[src/hw/flash_guard_pkg.sv]
// Constants, register layout and types for the self-programming guard.
// Assumes word-addressed program flash and a single core clock.
package flash_guard_pkg;

  // ============================================================
  // Register port
  localparam int         REG_ADDR_W  = 4;
  localparam logic [3:0] OFS_CTRL    = 4'h0;
  localparam logic [3:0] OFS_LOCK    = 4'h1;
  localparam logic [3:0] OFS_STATUS  = 4'h2;
  localparam logic [7:0] CTRL_RESET  = 8'h00;

  // ============================================================
  // Control register fields
  localparam int CTRL_EN_BIT     = 0;
  localparam int CTRL_ERASE_BIT  = 1;
  localparam int CTRL_WRITE_BIT  = 2;
  localparam int CTRL_LOCK_BIT   = 3;
  localparam int CTRL_REEN_BIT   = 4;
  localparam int CTRL_BUSY_BIT   = 6;

  // Command codes in the low five control bits; only the five below other than CMD_NONE are accepted
  localparam logic [4:0] CMD_NONE    = 5'h00;
  localparam logic [4:0] CMD_BUFLOAD = 5'h01;
  localparam logic [4:0] CMD_ERASE   = 5'h03;
  localparam logic [4:0] CMD_WRITE   = 5'h05;
  localparam logic [4:0] CMD_LOCKSET = 5'h09;
  localparam logic [4:0] CMD_REEN    = 5'h11;

  // Store instruction window after arming
  localparam logic [2:0] ARM_CYCLES  = 3'h4;

  // ============================================================
  // Lock fields: bit 1 is the high bit, bit 0 the low bit
  localparam logic [1:0] LOCK_UNPROG  = 2'h3;
  localparam int         LOCK_HI      = 1;
  localparam int         LOCK_LO      = 0;
  localparam int         LOCK_APP_LSB = 2;
  localparam int         LOCK_LDR_LSB = 4;

  // ============================================================
  // Flash geometry defaults, in words
  localparam int FLASH_WORDS_DEF = 16384;
  localparam int HALT_START_DEF  = 14336;
  localparam int LDR_WORDS_0_DEF = 2048;
  localparam int LDR_WORDS_1_DEF = 1024;
  localparam int LDR_WORDS_2_DEF = 512;
  localparam int LDR_WORDS_3_DEF = 256;

  // Flash controller operations
  localparam logic [1:0] FOP_BUFLOAD = 2'h0;
  localparam logic [1:0] FOP_ERASE   = 2'h1;
  localparam logic [1:0] FOP_WRITE   = 2'h2;

  typedef enum {ST_IDLE, ST_ARMED, ST_PROGRAM} op_state_e;

endpackage

[src/hw/flash_section_self_program_guard.sv]
// Access gate for self-programming of on-chip program flash.
// Assumes a core that reports each store/load with its code and target
// addresses, and a flash controller that pulses done after erase or write.
`timescale 1ns/1ps

// Notes on behaviour
// - Stores from application section never program flash
// - Loader-section stores may target any page
// - Loader size fuses set section boundary
// - Fixed boundary splits concurrent and halting regions
// - Stall choice follows target page region
// - Concurrent-region programming does not stall CPU
// - Halting-region programming stalls CPU throughout
// - Loader section always lies in halting region
// - Busy flag reads one while region blocked
// - Two independent two-bit section lock fields
// - Locks program only, cleared by chip erase
// - General lock bits never gate store/load
// - Application level 1 imposes no restriction
// - Application levels 2,3 block application writes
// - Application levels 3,4 block loader-side loads
// - Application levels 3,4 suppress interrupts there
// - Loader level 1 imposes no restriction
// - Loader levels 2,3 block loader writes
// - Loader levels 3,4 block application-side loads
// - Loader levels 3,4 suppress interrupts there
// - Loader-section re-enable store or buffer load clears busy
// - Armed loader-section lock-set store writes lock fields
module flash_section_self_program_guard #(
  parameter int ADDR_W      = 14,
  parameter int FLASH_WORDS = flash_guard_pkg::FLASH_WORDS_DEF,
  parameter int HALT_START  = flash_guard_pkg::HALT_START_DEF,
  parameter int LDR_WORDS_0 = flash_guard_pkg::LDR_WORDS_0_DEF,
  parameter int LDR_WORDS_1 = flash_guard_pkg::LDR_WORDS_1_DEF,
  parameter int LDR_WORDS_2 = flash_guard_pkg::LDR_WORDS_2_DEF,
  parameter int LDR_WORDS_3 = flash_guard_pkg::LDR_WORDS_3_DEF
) (
  input  wire logic                                  SYS_CLK,
  input  wire logic                                  SRST,
  input  wire logic                                  CLK_EN,
  input  wire logic [flash_guard_pkg::REG_ADDR_W-1:0] ADDR,
  input  wire logic [7:0]                            WDATA,
  input  wire logic                                  WR_STB,
  input  wire logic                                  RD_STB,
  output logic      [7:0]                            RDATA,
  input  wire logic [1:0]                            LOADER_SIZE_FUSES,
  input  wire logic [1:0]                            LOCK_NV_APP,
  input  wire logic [1:0]                            LOCK_NV_LDR,
  input  wire logic                                  CHIP_ERASE,
  input  wire logic                                  EXT_LOCK_WR,
  input  wire logic [3:0]                            EXT_LOCK_DATA,
  input  wire logic                                  STORE_REQ,
  input  wire logic [ADDR_W-1:0]                     STORE_PC,
  input  wire logic [ADDR_W-1:0]                     STORE_TGT,
  input  wire logic [15:0]                           STORE_DATA,
  input  wire logic                                  LOAD_REQ,
  input  wire logic [ADDR_W-1:0]                     LOAD_PC,
  input  wire logic [ADDR_W-1:0]                     LOAD_TGT,
  output logic                                       LOAD_ALLOW,
  input  wire logic [ADDR_W-1:0]                     FETCH_PC,
  input  wire logic                                  IVEC_IN_LOADER,
  output logic                                       IRQ_ALLOW,
  output logic                                       FLASH_START,
  output logic      [1:0]                            FLASH_OP,
  output logic      [ADDR_W-1:0]                     FLASH_PAGE,
  output logic      [15:0]                           FLASH_DATA,
  input  wire logic                                  FLASH_DONE,
  output logic                                       CPU_STALL,
  output logic                                       REGION_BUSY,
  output logic      [1:0]                            APP_LOCK,
  output logic      [1:0]                            LDR_LOCK
);
  import flash_guard_pkg::*;

  // ============================================================
  // Section decode
  function automatic int loader_start(input logic [1:0] fz);
    int words;
    int start;
    case (fz)
      2'h0:    words = LDR_WORDS_0;
      2'h1:    words = LDR_WORDS_1;
      2'h2:    words = LDR_WORDS_2;
      default: words = LDR_WORDS_3;
    endcase
    start = FLASH_WORDS - words;
    if (start < HALT_START) begin
      start = HALT_START;
    end
    return start;
  endfunction

  function automatic logic in_loader(input logic [ADDR_W-1:0] a, input logic [1:0] fz);
    return int'(a) >= loader_start(fz);
  endfunction

  function automatic logic in_concurrent(input logic [ADDR_W-1:0] a);
    return int'(a) < HALT_START;
  endfunction

  // ============================================================
  // State
  op_state_e   state_ff;
  logic [4:0]  cmd_ff;
  logic [2:0]  arm_cnt_ff;
  logic        tgt_crr_ff;
  logic        region_busy_ff;
  logic [1:0]  app_lock_ff;
  logic [1:0]  ldr_lock_ff;
  logic        start_ff;
  logic [1:0]  fop_ff;
  logic [ADDR_W-1:0] fpage_ff;
  logic [15:0] fdata_ff;
  logic [7:0]  rdata_ff;

  // ============================================================
  // Request decode
  logic       wr_ctrl;
  logic       wcmd_ok;
  logic       store_go;
  logic       from_app;
  logic       tgt_ldr;
  logic       tgt_crr;
  logic       wr_blocked;
  logic       act_bufload;
  logic       act_prog;
  logic       act_lockset;
  logic       act_reen;

  assign wr_ctrl  = WR_STB && (ADDR == OFS_CTRL);
  assign wcmd_ok  = (WDATA[4:0] == CMD_BUFLOAD) || (WDATA[4:0] == CMD_ERASE) ||
                    (WDATA[4:0] == CMD_WRITE) || (WDATA[4:0] == CMD_LOCKSET) ||
                    (WDATA[4:0] == CMD_REEN);
  assign store_go = STORE_REQ && (state_ff == ST_ARMED);
  assign from_app = !in_loader(STORE_PC, LOADER_SIZE_FUSES);
  assign tgt_ldr  = in_loader(STORE_TGT, LOADER_SIZE_FUSES);
  assign tgt_crr  = in_concurrent(STORE_TGT);

  // Writes gated by the low bit of the target section's field only
  assign wr_blocked = tgt_ldr ? !ldr_lock_ff[LOCK_LO] : !app_lock_ff[LOCK_LO];

  assign act_bufload = store_go && !from_app && (cmd_ff == CMD_BUFLOAD);
  assign act_prog    = store_go && !from_app && !wr_blocked &&
                       ((cmd_ff == CMD_ERASE) || (cmd_ff == CMD_WRITE));
  assign act_lockset = store_go && !from_app && (cmd_ff == CMD_LOCKSET);
  assign act_reen    = store_go && !from_app && (cmd_ff == CMD_REEN);

  // ============================================================
  // Command sequencer
  always_ff @(posedge SYS_CLK) begin
    if (SRST) begin
      state_ff   <= ST_IDLE;
      cmd_ff     <= CMD_NONE;
      arm_cnt_ff <= 3'h0;
    end else if (CLK_EN) begin
      case (state_ff)
        ST_IDLE: begin
          if (wr_ctrl && wcmd_ok) begin
            state_ff   <= ST_ARMED;
            cmd_ff     <= WDATA[4:0];
            arm_cnt_ff <= ARM_CYCLES;
          end
        end
        ST_ARMED: begin
          if (act_prog) begin
            state_ff <= ST_PROGRAM;
          end else if (store_go) begin
            state_ff <= ST_IDLE;
            cmd_ff   <= CMD_NONE;
          end else if (wr_ctrl && wcmd_ok) begin
            cmd_ff     <= WDATA[4:0];
            arm_cnt_ff <= ARM_CYCLES;
          end else if (arm_cnt_ff == 3'h1) begin
            state_ff <= ST_IDLE;
            cmd_ff   <= CMD_NONE;
          end else begin
            arm_cnt_ff <= arm_cnt_ff - 3'h1;
          end
        end
        ST_PROGRAM: begin
          if (FLASH_DONE) begin
            state_ff <= ST_IDLE;
            cmd_ff   <= CMD_NONE;
          end
        end
        default: begin
          state_ff <= ST_IDLE;
          cmd_ff   <= CMD_NONE;
        end
      endcase
    end
  end

  // ============================================================
  // Target region of the running operation
  always_ff @(posedge SYS_CLK) begin
    if (SRST) begin
      tgt_crr_ff <= 1'b0;
    end else if (CLK_EN && act_prog) begin
      tgt_crr_ff <= tgt_crr;
    end
  end

  // ============================================================
  // Region busy flag
  always_ff @(posedge SYS_CLK) begin
    if (SRST) begin
      region_busy_ff <= 1'b0;
    end else if (CLK_EN) begin
      if (act_prog && tgt_crr) begin
        region_busy_ff <= 1'b1;
      end else if (act_reen || act_bufload) begin
        region_busy_ff <= 1'b0;
      end
    end
  end

  // ============================================================
  // Section lock fields
  always_ff @(posedge SYS_CLK) begin
    if (SRST) begin
      app_lock_ff <= LOCK_NV_APP;
      ldr_lock_ff <= LOCK_NV_LDR;
    end else if (CLK_EN) begin
      if (CHIP_ERASE) begin
        app_lock_ff <= LOCK_UNPROG;
        ldr_lock_ff <= LOCK_UNPROG;
      end else if (EXT_LOCK_WR) begin
        app_lock_ff <= app_lock_ff & EXT_LOCK_DATA[1:0];
        ldr_lock_ff <= ldr_lock_ff & EXT_LOCK_DATA[3:2];
      end else if (act_lockset) begin
        app_lock_ff <= app_lock_ff & STORE_DATA[LOCK_APP_LSB +: 2];
        ldr_lock_ff <= ldr_lock_ff & STORE_DATA[LOCK_LDR_LSB +: 2];
      end
    end
  end

  // ============================================================
  // Flash controller request
  always_ff @(posedge SYS_CLK) begin
    if (SRST) begin
      start_ff <= 1'b0;
      fop_ff   <= FOP_BUFLOAD;
      fpage_ff <= '0;
      fdata_ff <= 16'h0000;
    end else if (CLK_EN) begin
      start_ff <= act_prog || act_bufload;
      if (act_prog || act_bufload) begin
        fop_ff   <= act_bufload ? FOP_BUFLOAD : ((cmd_ff == CMD_ERASE) ? FOP_ERASE : FOP_WRITE);
        fpage_ff <= STORE_TGT;
        fdata_ff <= STORE_DATA;
      end
    end
  end

  // ============================================================
  // Register read port
  always_ff @(posedge SYS_CLK) begin
    if (SRST) begin
      rdata_ff <= CTRL_RESET;
    end else if (CLK_EN) begin
      rdata_ff <= 8'h00;
      if (RD_STB) begin
        case (ADDR)
          OFS_CTRL:   rdata_ff <= {1'b0, region_busy_ff, 1'b0, cmd_ff};
          OFS_LOCK:   rdata_ff <= {4'h0, ldr_lock_ff, app_lock_ff};
          OFS_STATUS: rdata_ff <= {5'h00, region_busy_ff, CPU_STALL, state_ff == ST_PROGRAM};
          default:    rdata_ff <= 8'h00;
        endcase
      end
    end
  end

  // ============================================================
  // Load and interrupt gating
  logic load_pc_ldr;
  logic load_tgt_ldr;
  logic fetch_ldr;

  assign load_pc_ldr  = in_loader(LOAD_PC, LOADER_SIZE_FUSES);
  assign load_tgt_ldr = in_loader(LOAD_TGT, LOADER_SIZE_FUSES);
  assign fetch_ldr    = in_loader(FETCH_PC, LOADER_SIZE_FUSES);

  // Reads gated by the high bit only; levels 1 and 2 pass
  always_comb begin
    LOAD_ALLOW = 1'b1;
    if (load_pc_ldr && !load_tgt_ldr && !app_lock_ff[LOCK_HI]) begin
      LOAD_ALLOW = 1'b0;
    end
    if (!load_pc_ldr && load_tgt_ldr && !ldr_lock_ff[LOCK_HI]) begin
      LOAD_ALLOW = 1'b0;
    end
  end

  always_comb begin
    IRQ_ALLOW = 1'b1;
    if (IVEC_IN_LOADER && !fetch_ldr && !app_lock_ff[LOCK_HI]) begin
      IRQ_ALLOW = 1'b0;
    end
    if (!IVEC_IN_LOADER && fetch_ldr && !ldr_lock_ff[LOCK_HI]) begin
      IRQ_ALLOW = 1'b0;
    end
  end

  // ============================================================
  // Outputs
  assign CPU_STALL   = (state_ff == ST_PROGRAM) && !tgt_crr_ff;
  assign REGION_BUSY = region_busy_ff;
  assign FLASH_START = start_ff;
  assign FLASH_OP    = fop_ff;
  assign FLASH_PAGE  = fpage_ff;
  assign FLASH_DATA  = fdata_ff;
  assign RDATA       = rdata_ff;
  assign APP_LOCK    = app_lock_ff;
  assign LDR_LOCK    = ldr_lock_ff;

  // ============================================================
  // Checks
  property p_app_store_refused;
    @(posedge SYS_CLK) disable iff (SRST)
    (CLK_EN && STORE_REQ && !in_loader(STORE_PC, LOADER_SIZE_FUSES)) |=> !FLASH_START;
  endproperty
  a_app_store_refused: assert property (p_app_store_refused) else $error("store from application started flash");

  property p_halt_stall;
    @(posedge SYS_CLK) disable iff (SRST)
    (CLK_EN && act_prog && !tgt_crr) |=> CPU_STALL && (FLASH_OP != FOP_BUFLOAD);
  endproperty
  a_halt_stall: assert property (p_halt_stall) else $error("halting region program did not stall");

  property p_halt_stall_hold;
    @(posedge SYS_CLK) disable iff (SRST)
    (CPU_STALL && !FLASH_DONE) |=> CPU_STALL;
  endproperty
  a_halt_stall_hold: assert property (p_halt_stall_hold) else $error("stall dropped before done");

  property p_crr_no_stall;
    @(posedge SYS_CLK) disable iff (SRST)
    (CLK_EN && act_prog && tgt_crr) |=> !CPU_STALL && REGION_BUSY;
  endproperty
  a_crr_no_stall: assert property (p_crr_no_stall) else $error("concurrent region program stalled");

  property p_busy_read;
    @(posedge SYS_CLK) disable iff (SRST)
    (CLK_EN && RD_STB && (ADDR == OFS_CTRL) && REGION_BUSY) |=> RDATA[CTRL_BUSY_BIT];
  endproperty
  a_busy_read: assert property (p_busy_read) else $error("busy flag read as zero");

  property p_app_load_block;
    @(posedge SYS_CLK) disable iff (SRST)
    (LOAD_REQ && load_pc_ldr && !load_tgt_ldr && !APP_LOCK[LOCK_HI]) |-> !LOAD_ALLOW;
  endproperty
  a_app_load_block: assert property (p_app_load_block) else $error("loader read of application allowed");

  property p_ldr_load_block;
    @(posedge SYS_CLK) disable iff (SRST)
    (LOAD_REQ && !load_pc_ldr && load_tgt_ldr && !LDR_LOCK[LOCK_HI]) |-> !LOAD_ALLOW;
  endproperty
  a_ldr_load_block: assert property (p_ldr_load_block) else $error("application read of loader allowed");

  property p_lock_one_way;
    @(posedge SYS_CLK) disable iff (SRST)
    (CLK_EN && !CHIP_ERASE) |=> ((APP_LOCK & ~$past(APP_LOCK)) == 2'h0) && ((LDR_LOCK & ~$past(LDR_LOCK)) == 2'h0);
  endproperty
  a_lock_one_way: assert property (p_lock_one_way) else $error("lock bit cleared without chip erase");

  property p_blocked_write;
    @(posedge SYS_CLK) disable iff (SRST)
    (CLK_EN && store_go && wr_blocked && ((cmd_ff == CMD_ERASE) || (cmd_ff == CMD_WRITE))) |=>
      !FLASH_START ##1 !CPU_STALL;
  endproperty
  a_blocked_write: assert property (p_blocked_write) else $error("locked write started flash");

  property p_reen_clears;
    @(posedge SYS_CLK) disable iff (SRST)
    (CLK_EN && (act_reen || act_bufload)) |=> !REGION_BUSY;
  endproperty
  a_reen_clears: assert property (p_reen_clears) else $error("busy flag not cleared");

endmodule

[config.mk]
export PLATFORM = sky130hd
export DESIGN_NAME = flash_section_self_program_guard
export DESIGN_NICKNAME = d
export VERILOG_FILES = /design/src/hw/flash_guard_pkg.sv /design/src/hw/flash_section_self_program_guard.sv
export SDC_FILE = /design/constraint.sdc
export NUM_CORES = 1
export LEC_CHECK = 0
export BUFFER_PORTS_ARGS = -buffer_cell sky130_fd_sc_hd__buf_2
export CELL_PAD_IN_SITES_DETAIL_PLACEMENT = 0
export CELL_PAD_IN_SITES_GLOBAL_PLACEMENT = 1
export CORE_ASPECT_RATIO = 1.5
export CORE_UTILIZATION = 29
export DETAILED_ROUTE_END_ITERATION = 7
export GPL_ROUTABILITY_DRIVEN = 0
export PLACE_DENSITY_LB_ADDON = 0.1
export SYNTH_ARGS = -nofsm -noshare
export SYNTH_HDL_FRONTEND = slang
export SYNTH_SLANG_ARGS = --single-unit
export TNS_END_PERCENT = 50
[constraint.sdc]
create_clock -name SYS_CLK -period 2.14 [get_ports SYS_CLK]
set_clock_uncertainty 0.05 [all_clocks]
set_input_delay 0.107 -clock SYS_CLK [delete_from_list [all_inputs] [get_ports SYS_CLK]]
set_output_delay 0.107 -clock SYS_CLK [all_outputs]
set_load 0.02 [all_outputs]
==> results.yml <==
outcome:
  status: "complete, but fails checks"
  violations: "negative setup slack"
layout:
  syn_to_final_growth_pct: 46.48
  fin_cells: 714
  nets: 711
  ff_latch_area_um2: 1141
  multi_input_area_um2: 2242
  drive_gt1_share_pct: 42.05
  fill_cells: 1175
  layout_commonest_cell: "buf_2"
  finalCoreUtilization_pct: 43.81
  final_cell_mix: "buf_2, a21oi_1, dfxtp_1"
grt:
  grt_max_degree: 28
  grt_pass1_wl_um: 17160
  grt_use_total_pct: 18.44
  grt-ovfl-total: 0
  grt_pass1_vias: 3422
  grt_antenna_before_repair: 1
timing:
  slew_violations: 0
  finalSetupTns_ps: -35.25
  setup_viol: 2
  clock.fmax_mhz: 460.3
  rsz0062_at_grt: "true"
  hold_violations: 0
  finalCritPeriodShare_pct: 101.5
  holdWs_ps: 14.27
  fin_crit_ps: 2173
  timing.final.ws_setup_ps: -32.66
clocking:
  clk_pin_slew_ps: 70
  cts.sinks: 55
  root_buffer: "clkbuf_16"
  cts_tree: "yes"
  clk_latency_ps: 300
  numCtsBuffers: 5
  htree_levels: 2
  clk_path_buf_depth: 2
power:
  max-vdd-ir-drop_uv: 288.5
  seq_power_share_pct: 45.0
  p_clk_share_pct: 36.5
  p_int_w: 0.001703
  powerDensity_nw_per_um2: 481.3
  switchingPower_w: 0.0006403
  switching_share_pct: 27.32
  p_leak_nw: 2.268
  pwr-share-comb_pct: 18.5
place:
  dpl.hpwl_um: 8400
  port_buffers: 161
  place_worst_setup_slack_ps: -336.5
  dp_cells: 698
logic_synthesis:
  synthArstFlopShare_pct: 0
  yosysUniqueCellTypes: 53
  synthesis.area_um2: 3324
  ys.warnings.count: 0
  synth-seq-cells: 55
  synth_top_cell_by_area: "dfxtp_1"
  synthFlopType: "dfxtp_1"
  synthCells: 385
  synth_edf_count: 4
  synth.area.top_cells: "dfxtp_1, ha_1, a21oi_1"
  synth_top_area_share_pct: 30.71
  avgSynthCellArea_um2: 8.635
  synth-seq-area-share_pct: 34.32
route:
  firstDrtPassIters: 4
  vias: 3467
  ant_nets: 0
  totalWireLength_um: 11000
  drc_errors: 0
  drtIter0Drc: 120
  wl_per_cell_um: 15.40
  via_per_inst: 4.856
critical_path:
  cp.required_ps: 1980
  critical_path_class: "in2out"
  end_kind: "output pin"
  crit_path_frequent_cell: "buf_6"
  cp_max_fo: 3
  crit_chain: "buf_6 > and2_4 > ha_4 > or3b_4 > o41ai_2 > a21o_1 > a21oi_2 > o21ai_2 > mux2_4 > buf_6"
  arrival_ps: 2020
  crit_path_max_incr_delay_ps: 370
  crit_path_start_kind: "primary input"
  slowest_stage: "or3b_4"
floorplan:
  die-area_um2: 11900
  ios: 168
  fp-row-count: 47
  start_util_pct: 29.91
  fp.dieH_um: 133.1
  die_w_um: 89.42
  coreArea_um2: 11110
min_path:
  hp-class: "in2reg"
flow_run:
  max_cap_violations: 0
==> synth_stat cells, drive strengths merged (6+ instances only) <==
library cell / count
a31o: 33
nand3: 9
mux2: 6
nand2b: 11
nor2b: 7
dfxtp: 51
clkbuf: 17
inv: 15
buf: 9
a21oi: 57
a22o: 7
nor2: 16
o21ai: 9
nand2: 41
ha: 27
==> worst max-delay path, delay by kind of cell <==
family / cells / cell delay [ps]
AOI/OAI and AO/OA: 4 / 570
adders and majority gates: 1 / 250
buffers and inverters: 2 / 220
muxes: 1 / 310
and+or+nand+nor: 2 / 540
==> layer usage <==
metal / up-vias / GRT usage (%) / part of all wire [%]
met3: 12 / 3.160 / 4.6
met2: 94 / 33.16 / 53
met5: - / 0 / 0
li1: 1757 / - / -
met1: 1604 / 22.09 / 41
met4: 0 / 4.762 / 1.4
==> timing repair <==
item | in CTS | in global routing
hold endpoints to repair | 2 | 0
pin swaps | 7 | 16
buffers inserted | 2 | 2
resized for setup | 14 | 27
cloned | 0 | 2
hold buffers | 2 | 0
endpoints found under the setup margin | 28 | 48
==> registers in the layout, summed over array words and instances, names as in the netlist <==
| signal | count |
|---|---|
| tgt_crr_ff | 1 |
| LDR_LOCK | 2 |
| FLASH_START | 1 |
| APP_LOCK | 2 |
| state_ff | 2 |
| REGION_BUSY | 1 |
| RDATA | 6 |
| arm_cnt_ff | 3 |
| FLASH_DATA | 16 |
| FLASH_PAGE | 14 |
| cmd_ff | 5 |
| FLASH_OP | 2 |
==> per-stage QoR <==
step	instance area, µm²	total power (W)
after floorplan	3374	0.001263
after global placement	4388	0.001443
after detailed placement	4388	0.001448
after CTS	4638	0.002333
after global routing	4870	0.002472
final	4870	0.002344
==> power by group through the flow <==
stage | registers, W | logic, W | clock network (W)
floorplan | 0.00108 | 0.000179 | 0
global placement | 0.00108 | 0.000363 | 0
detailed placement | 0.00108 | 0.000368 | 0
CTS | 0.00106 | 0.000390 | 0.000887
global route | 0.00106 | 0.000486 | 0.000929
finish | 0.00106 | 0.000434 | 0.000855
==> area by class of cell <==
type | instances | share of cell area (%)
Sequential cell | 55 | 23.43
Multi-Input combinational cell | 300 | 46.04
Clock inverter | 3 | 0.5139
Tap cell | 147 | 3.777
Timing Repair Buffer | 188 | 22.46
Inverter | 15 | 1.156
Clock buffer | 5 | 2.569
Antenna cell | 1 | 0.05139
==> worst paths after layout <==
check	startpoint	endpoint	slack (ps)	cells past startpoint
max reg2reg	state_ff[1]	FLASH_DATA[7]	240	7
max	LOADER_SIZE_FUSES[1]	LOAD_ALLOW	-30	10
min	WDATA[3]	cmd_ff[3]	10	2
min reg2reg	arm_cnt_ff[1]	arm_cnt_ff[1]	410	2
==> logic make-up after synthesis <==
family	count (synthesis)	share of synthesized area, %
flops	55	34.32
simple gates	116	18.03
other cells	1	0.1128
mux	10	3.237
fa+ha+maj	28	10.46
buf+inv	41	5.871
compound gates	133	27.70
xor+xnor	1	0.2635
No activity file was read; power rests on OpenSTA's default activity.
